<file path="config.mk">
export PLATFORM = sky130hd
export DESIGN_NAME = apdc_top
export DESIGN_NICKNAME = d
export VERILOG_FILES = /design/src/verilog/apdc_pkg.sv /design/src/verilog/apdc_ctrl_reg.sv /design/src/verilog/apdc_top.sv
export SDC_FILE = /design/constraint.sdc
export NUM_CORES = 1
export LEC_CHECK = 0
export ABC_AREA = 1
export BUFFER_PORTS_ARGS = -buffer_cell sky130_fd_sc_hd__buf_2
export CAP_MARGIN = 20
export CORE_AREA = 2 2 80 44
export CTS_CLUSTER_DIAMETER = 100
export DETAILED_ROUTE_END_ITERATION = 7
export DIE_AREA = 0 0 82 46
export GPL_TIMING_DRIVEN = 0
export PLACE_DENSITY_LB_ADDON = 0.1
export SYNTH_ARGS = -nofsm -noshare
export SYNTH_HDL_FRONTEND = slang
export SYNTH_SLANG_ARGS = --single-unit
</file>
<file path="constraint.sdc">
create_clock -name i_clk_sys -period 0.9 [get_ports i_clk_sys]
set_clock_uncertainty 0.05 [all_clocks]
set_input_delay 0.135 -clock i_clk_sys [delete_from_list [all_inputs] [get_ports i_clk_sys]]
set_output_delay 0.135 -clock i_clk_sys [all_outputs]
set_load 0.03 [all_outputs]
</file>
<file path="src/verilog/apdc_pkg.sv">
// package: register map, field layout and reset values for the accelerator power domain bank
`default_nettype none
package apdc_pkg;
  // ==========================================================================
  // sizes
  localparam int APDC_NUM_QUAD = 4;
  localparam int APDC_ADDR_W = 4;
  localparam int APDC_DATA_W = 32;
  // ==========================================================================
  // register byte offsets
  localparam logic [APDC_ADDR_W-1:0] APDC_OFS_PWR = 4'h0;
  localparam logic [APDC_ADDR_W-1:0] APDC_OFS_RAM = 4'h4;
  localparam logic [APDC_ADDR_W-1:0] APDC_OFS_ISO = 4'h8;
  localparam logic [APDC_ADDR_W-1:0] APDC_OFS_RST = 4'hC;
  // ==========================================================================
  // field layout and reset values
  localparam int APDC_FLD_LSB = 0;
  localparam logic [APDC_NUM_QUAD-1:0] APDC_FLD_RESET = 4'h0;
  localparam logic [APDC_DATA_W-1:0] APDC_RD_UNMAPPED = 32'h0000_0000;

  // one control bit per quadrant, carried together
  typedef struct packed {
    logic [APDC_NUM_QUAD-1:0] domain_power_on;
    logic [APDC_NUM_QUAD-1:0] memory_power_on;
    logic [APDC_NUM_QUAD-1:0] isolate;
    logic [APDC_NUM_QUAD-1:0] domain_reset_req;
  } apdc_ctrl_t;

  // plain register port request
  typedef struct packed {
    logic [APDC_ADDR_W-1:0] addr;
    logic [APDC_DATA_W-1:0] wdata;
    logic wr;
    logic rd;
  } apdc_req_t;
endpackage
`default_nettype wire

</file>
<file path="src/verilog/apdc_ctrl_reg.sv">
// one 4-bit read/write control register with reset-to-zero
`timescale 1ns/1ps
`default_nettype none
module apdc_ctrl_reg #(
  parameter int WIDTH = 4
) (
  // clock and reset
  input wire logic i_clk_sys,
  input wire logic i_rst,
  // write side
  input wire logic i_we,
  input wire logic [WIDTH-1:0] i_wdata,
  // stored value
  output logic [WIDTH-1:0] o_value
);
  logic [WIDTH-1:0] value_q;
  logic [WIDTH-1:0] value_d;

  // ==========================================================================
  // next value: load on write, else hold
  always_comb begin
    value_d = value_q;
    if (i_we) begin
      value_d = i_wdata;
    end
  end

  // any reset source arrives merged onto i_rst
  always_ff @(posedge i_clk_sys or posedge i_rst) begin
    if (i_rst) begin
      value_q <= '0;
    end else begin
      value_q <= value_d;
    end
  end

  assign o_value = value_q;
endmodule
`default_nettype wire

</file>
<file path="src/verilog/apdc_top.sv">
// top: register bank driving power, memory, isolation and reset controls of four quadrants
//
// Summary of operation
// one read/write domain power enable bit per quadrant; 1 is on, 0 off.
// one read/write memory power enable bit per quadrant in second register.
// one read/write isolation bit per quadrant; 1 isolates, 0 releases.
// writing 1 to a reset bit starts that quadrant's domain reset.
// every field clears to zero on any reset source.
// bits 31 to 4 read zero, ignore writes; word access only.
`timescale 1ns/1ps
`default_nettype none
module apdc_top
  import apdc_pkg::*;
#(
  parameter int NUM_QUAD = apdc_pkg::APDC_NUM_QUAD
) (
  // clock and reset
  input wire logic i_clk_sys,
  input wire logic i_rst,
  // register port
  input wire logic [apdc_pkg::APDC_ADDR_W-1:0] i_addr,
  input wire logic [apdc_pkg::APDC_DATA_W-1:0] i_wdata,
  input wire logic i_wr,
  input wire logic i_rd,
  output logic [apdc_pkg::APDC_DATA_W-1:0] o_rdata,
  // quadrant controls
  output apdc_pkg::apdc_ctrl_t o_ctrl
);
  import apdc_pkg::*;

  // ==========================================================================
  // address decode
  logic we_pwr;
  logic we_ram;
  logic we_iso;
  logic we_rst;
  // only the low nibble is written; the upper bits have no storage
  logic [APDC_NUM_QUAD-1:0] wr_field;

  assign wr_field = i_wdata[APDC_FLD_LSB +: APDC_NUM_QUAD];
  assign we_pwr = i_wr && (i_addr == APDC_OFS_PWR);
  assign we_ram = i_wr && (i_addr == APDC_OFS_RAM);
  assign we_iso = i_wr && (i_addr == APDC_OFS_ISO);
  assign we_rst = i_wr && (i_addr == APDC_OFS_RST);

  // ==========================================================================
  // control registers
  logic [APDC_NUM_QUAD-1:0] pwr_q;
  logic [APDC_NUM_QUAD-1:0] ram_q;
  logic [APDC_NUM_QUAD-1:0] iso_q;
  logic [APDC_NUM_QUAD-1:0] rst_q;

  // domain power enables
  apdc_ctrl_reg #(.WIDTH(APDC_NUM_QUAD)) u_pwr (
    .i_clk_sys(i_clk_sys),
    .i_rst(i_rst),
    .i_we(we_pwr),
    .i_wdata(wr_field),
    .o_value(pwr_q)
  );

  // memory power enables
  apdc_ctrl_reg #(.WIDTH(APDC_NUM_QUAD)) u_ram (
    .i_clk_sys(i_clk_sys),
    .i_rst(i_rst),
    .i_we(we_ram),
    .i_wdata(wr_field),
    .o_value(ram_q)
  );

  // isolation controls
  apdc_ctrl_reg #(.WIDTH(APDC_NUM_QUAD)) u_iso (
    .i_clk_sys(i_clk_sys),
    .i_rst(i_rst),
    .i_we(we_iso),
    .i_wdata(wr_field),
    .o_value(iso_q)
  );

  // domain reset requests; level held until software writes 0
  apdc_ctrl_reg #(.WIDTH(APDC_NUM_QUAD)) u_rst (
    .i_clk_sys(i_clk_sys),
    .i_rst(i_rst),
    .i_we(we_rst),
    .i_wdata(wr_field),
    .o_value(rst_q)
  );

  // ==========================================================================
  // outputs: controls are register outputs straight to the quadrants
  always_comb begin
    o_ctrl.domain_power_on = pwr_q;
    o_ctrl.memory_power_on = ram_q;
    o_ctrl.isolate = iso_q;
    o_ctrl.domain_reset_req = rst_q;
  end

  // ==========================================================================
  // read path: data valid in the cycle after the strobe only
  logic [APDC_DATA_W-1:0] rdata_q;
  logic [APDC_DATA_W-1:0] rdata_d;

  always_comb begin
    rdata_d = '0;
    if (i_rd) begin
      case (i_addr)
        APDC_OFS_PWR: rdata_d = {28'h0000000, pwr_q};
        APDC_OFS_RAM: rdata_d = {28'h0000000, ram_q};
        APDC_OFS_ISO: rdata_d = {28'h0000000, iso_q};
        APDC_OFS_RST: rdata_d = {28'h0000000, rst_q};
        default: rdata_d = APDC_RD_UNMAPPED;
      endcase
    end
  end

  always_ff @(posedge i_clk_sys or posedge i_rst) begin
    if (i_rst) begin
      rdata_q <= '0;
    end else begin
      rdata_q <= rdata_d;
    end
  end

  assign o_rdata = rdata_q;
endmodule
`default_nettype wire
</file>
* Yosys cells after proc, flatten, opt, wreduce, memory -nomap -nowiden *
Index checks and enable logic that the tools add are counted.

operators by class
  add/sub/neg operators = 0
  multipliers = 0
  divide/modulo/power cells = 0
  order comparisons = 0
  equality and inequality tests = 3
  shift-type cells = 0
  mux-type cells = 2
  bitwise logic cells = 0
  reductions and logical operators = 5

operators by type and width
  cell                  number
  $pmux W4 S4           1
  $eq A4 B4 Y1 const B  2
  $eq A4 B3 Y1 const B  1
  $logic_and A1 B1 Y1   4
  $logic_not A4 Y1      1
  $mux W4               1

storage, ports and cells
  register bits = 48
  bits in latches = 0
  RAM bits = 0
  memory bits (read-only) = 0
  input port bits = 40
  output and inout bits = 48
  word-level logic and storage cells = 15
  memories = 0

* Longest topological paths before layout *
  depth after elaboration = 3
  depth in mapped cells = 6
  gate-level depth less buffers = 6

* Modules after synthesis *
Synthesis repeated with hierarchy kept, for this count alone.

unflattened totals
  cells, all modules = 156
  area, all modules = 1168.6 um2

by module, submodules not included
  module         instances  cells an instance  area each (um2)
  apdc_ctrl_reg  4          18                 152.6
  apdc_top       1          84                 558.0

* Worst setup path after synthesis *
Ideal clock, no wire load.

  path kind = register to register
  start = register u_rst.value_q[0], in the netlist u_rst.o_value[0]
  end = register rdata_q[0], in the netlist o_rdata[0]
  arrival = 0.777 ns
  required time = 0.732 ns
  setup slack = -0.045 ns
  cell stages (with the launch flop) = 5
  clock period less this slack = 0.945 ns
  cells stage by stage = dfrtp_1 nand3_1 nand2_1 nor2_1 nor2_1

between the ends
  longest elaborated chain between the ends = 2

RTL lines
  element                 line                 RTL
  start, declared         apdc_ctrl_reg.sv:16  logic [WIDTH-1:0] value_q;
  start signal, assigned  apdc_ctrl_reg.sv:33  value_q <= value_d;
  $pmux W4 S4             apdc_top.sv:106      case (i_addr)
  $mux W4                 apdc_top.sv:105      if (i_rd) begin
  via rdata_d[0]          apdc_top.sv:101      logic [APDC_DATA_W-1:0] rdata_d;
  end signal, assigned    apdc_top.sv:120      rdata_q <= rdata_d;
  end, declared           apdc_top.sv:100      logic [APDC_DATA_W-1:0] rdata_q;

The timed path passes the listed nets, and every way through them passes these cells.
A chain may end at the register's enable or synchronous reset.

* Final worst setup path *
  start = register u_ram.value_q[2], in the netlist u_ram.o_value[2]
  end = output port o_ctrl[10] (netlist name)

RTL lines
  element                 line                 RTL
  start, declared         apdc_ctrl_reg.sv:16
  start signal, assigned  apdc_ctrl_reg.sv:33
  end, declared           apdc_top.sv:27       output apdc_pkg::apdc_ctrl_t o_ctrl

No word-level cell between the ends.

==> impl_metrics.env <==
export IMPL_worst_slack_ns=-0.130
export IMPL_setup_viol_count_final=26
export IMPL_crit_chain="buf_6"
export IMPL_crit_fanout=2
export IMPL_clock_sinks=20
export IMPL_io_pins=88
export IMPL_critPathArrivalTime_ns=0.84
export IMPL_synth_top_family_by_area="simple AND/OR/NAND/NOR gates"
export IMPL_hp_class="input pin to async pin"
export IMPL_place_congestion=0.843
export IMPL_place_inst=246
export IMPL_hold_slack_ns=-0.0408
export IMPL_finalWirelength_um=3250
export IMPL_power_switching_mw=1.35
export IMPL_total_power_mw=3.62
export IMPL_grt_start_max_net_pins=21
export IMPL_routedWlPerCell_um=12.1
export IMPL_core_region_area_sq_mm=0.00315
export IMPL_synth_area_leaders="dfrtp_1, buf_4, nand2_1, nand3_1, o21ai_0"
export IMPL_r2r_start="u_rst.o_value[2]$_DFFE_PP0P_"
export IMPL_grt_pass1_vias=916
export IMPL_antenna_found_initial=0
export IMPL_crit_slowest_cell="dfrtp_2"
export IMPL_fmax_ghz=0.971
export IMPL_max_slew_margin_pct=47.1
export IMPL_final_cells=268
export IMPL_first_pass_iters=4
export IMPL_ir_drop_uv=1020
export IMPL_outcome="complete, but fails checks"
export IMPL_ctsLongestPathBuffers=2
export IMPL_maxCapViolCount=0
export IMPL_r2r_end="o_rdata[2]$_DFF_PP0_"
export IMPL_start_kind="register"
export IMPL_grt_overflow=0
export IMPL_tns_ns=-2.45
export IMPL_synth_top_cell_by_area="dfrtp_1"
export IMPL_numPortBuffers=31
export IMPL_drcViolationCount=0
export IMPL_yosysTopAreaCellShare_pct=42.4
export IMPL_netlist_area_sq_mm=0.00118
export IMPL_ys_seq_area_share_pct=42.4
export IMPL_violations="hold timing, setup timing"
export IMPL_period_share_pct=114
export IMPL_diodes=0
export IMPL_die_area_sq_mm=0.00377
export IMPL_vias_per_cell=4.24
export IMPL_cp_slowest_stage_delay_ns=0.43
export IMPL_vias=1136
export IMPL_drive_gt1_share_pct=58.8
export IMPL_period_needed_ns=1.03
export IMPL_start_util_pct=37.5
export IMPL_sw_frac_of_total_pct=37.3
export IMPL_netlist_cell_type_count=16
export IMPL_path_buf_inv=1
export IMPL_clockRootBuffer="clkbuf_8"
export IMPL_p_per_area_mw_per_mm2=1820
export IMPL_fp_row_count=15
export IMPL_ctsHtreeMaxLevel=1
export IMPL_leakage_nw=1.04
export IMPL_ys_ff_latch=20
export IMPL_yosysWarnings=0
export IMPL_die_h_um=46
export IMPL_critPathKind="register to primary output"
export IMPL_ant_nets=0
export IMPL_clkPwrFrac_pct=19.3
export IMPL_seqPwrFrac_pct=34.0
export IMPL_crit_required_ns=0.71
export IMPL_synth_xor_area_share_pct=0
export IMPL_grt_usage_pct=16.3
export IMPL_reg2regPathDepth=5
export IMPL_grt_pass1_wl_um=4330
export IMPL_rsz0062_at_grt="yes"
export IMPL_synth_simple_area_share_pct=27.2
export IMPL_intPower_mw=2.27
export IMPL_r2r_slack_ns=-0.11
export IMPL_finalMaxSlewViolations=0
export IMPL_cts_tree="built"
export IMPL_yosys_mux_area_fraction_pct=0
export IMPL_cts_buffers=3
export IMPL_first_iter_violations=76
export IMPL_fin_nets=267
export IMPL_synth_compound_area_share_pct=7.63
export IMPL_avgSynthCellArea_sq_um=8.09
export IMPL_fin_util_pct=63.2
export IMPL_path_delay_family="flip-flops"
export IMPL_area_growth_syn_to_layout_pct=68.6
export IMPL_dp_slack_ns=-0.261
export IMPL_combPwrFrac_pct=46.7
export IMPL_clock_latency_ns=0.27
export IMPL_tightestPinTransition_ns=0.792
export IMPL_die_w_um=82
export IMPL_synth_fa_ha_area_share_pct=0
export IMPL_clk_pin_slew_ns=0.08
export IMPL_worstSetupEndpointType="primary output"
export IMPL_syn_inst=146
export IMPL_hold_viol=20
export IMPL_dp_final_hpwl_um=2240
==> sequential cells by signal (all words and copies together) (netlist names) <==
register and cells:
o_rdata 4, u_iso.o_value 4, u_ram.o_value 4, u_pwr.o_value 4
u_rst.o_value 4
==> through the flow <==
stage	cell area (sq um)	hold WS, ns
after floorplan	1320	0.0477
after global placement	1520	0.246
after detailed placement	1520	0.272
after CTS	1820	-0.0156
after global routing	1990	0.0294
final	1990	-0.0408
==> cells by family (layout without fill, tap and decap cells) <==
family	count (synthesis)	in the layout
buffers and inverters	41	94
AO/OA/AOI/OAI	16	16
flip-flops	20	20
AND/OR/NAND/NOR	68	68
other	1	28
==> synth_stat cells <==
| library cell | n |
|---|---|
| o21a_1 | 4 |
| dfrtp_1 | 20 |
| nor2_4 | 3 |
| buf_4 | 29 |
| nor2_2 | 4 |
| nor2_1 | 8 |
| nand3_1 | 16 |
| o21ai_1 | 2 |
| nand3_2 | 1 |
| nand2_2 | 3 |
| o21ai_0 | 10 |
| conb_1 | 1 |
| nand2_1 | 33 |
| inv_2 | 1 |
| inv_1 | 9 |
| buf_2 | 2 |
==> power by group through the flow <==
stage	clock [mW]	sequential [mW]	combinational (mW)
after floorplan	0	1.54	0.461
after global placement	0	1.23	1.04
after detailed placement	0	1.24	1.05
after CTS	0.707	1.21	1.50
after global routing	0.767	1.25	1.79
final	0.698	1.23	1.69
==> area by class of cell <==
| cell class | instances | area (sq um) |
|---|---|---|
| Buffer | 31 | 235 |
| Sequential cell | 20 | 520 |
| Tap cell | 42 | 52.6 |
| Timing Repair Buffer | 49 | 460 |
| Fill cell | 272 | 1160 |
| Clock buffer | 4 | 55.1 |
| Inverter | 10 | 37.5 |
| Multi-Input combinational cell | 112 | 631 |
==> how the worst max path moves through the flow <==
| stage | from | slack [ns] | to | cells after the start |
|---|---|---|---|---|
| 6_report | u_ram.o_value[2]$_DFFE_PP0P_ | -0.13 | o_ctrl[10] | 1 |
| 5_1_grt | u_rst.o_value[2]$_DFFE_PP0P_ | -0.17 | o_rdata[2]$_DFF_PP0_ | 5 |
| 4_1_cts | u_rst.o_value[2]$_DFFE_PP0P_ | -0.12 | o_ctrl[2] | 1 |
| 3_5_place_dp | i_addr[3] | -0.26 | u_pwr.o_value[3]$_DFFE_PP0P_ | 6 |
| 3_3_place_gp | i_addr[3] | -0.23 | u_pwr.o_value[1]$_DFFE_PP0P_ | 6 |
| 2_1_floorplan | i_addr[1] | -0.004 | u_pwr.o_value[0]$_DFFE_PP0P_ | 6 |
==> layout by cell type, fill, tap and decap left out <==
cell      count
dfrtp_1       4
clkbuf_8      4
nor2_1        5
buf_4        34
nor2_2        3
nand2_4       1
nand3_2      11
o21a_1        4
inv_1         9
inv_2         1
o21ai_0       5
dfrtp_2      16
buf_2        13
nand3_4       1
buf_8         1
nand2_2       8
buf_6        32
nand2_1      27
conb_1       28
nand3_1       5
o21ai_1       6
o21ai_2       1
nor2_4        7
==> metal layers <==
layer  vias to the layer above  GRT usage, %  wire length [um]
li1                        571             -                 -
met1                       516          23.8              1450
met2                        47          23.7              1480
met3                         2          5.16               304
met4                         0          3.00                14
met5                         -             0                 0
==> timing repair <==
action,CTS,global route
buffers inserted,15,3
gates resized for setup,41,42
pin swaps,1,18
hold endpoints to repair,20,0
setup endpoints to repair,20,33
(Power assumes the default switching activity.)
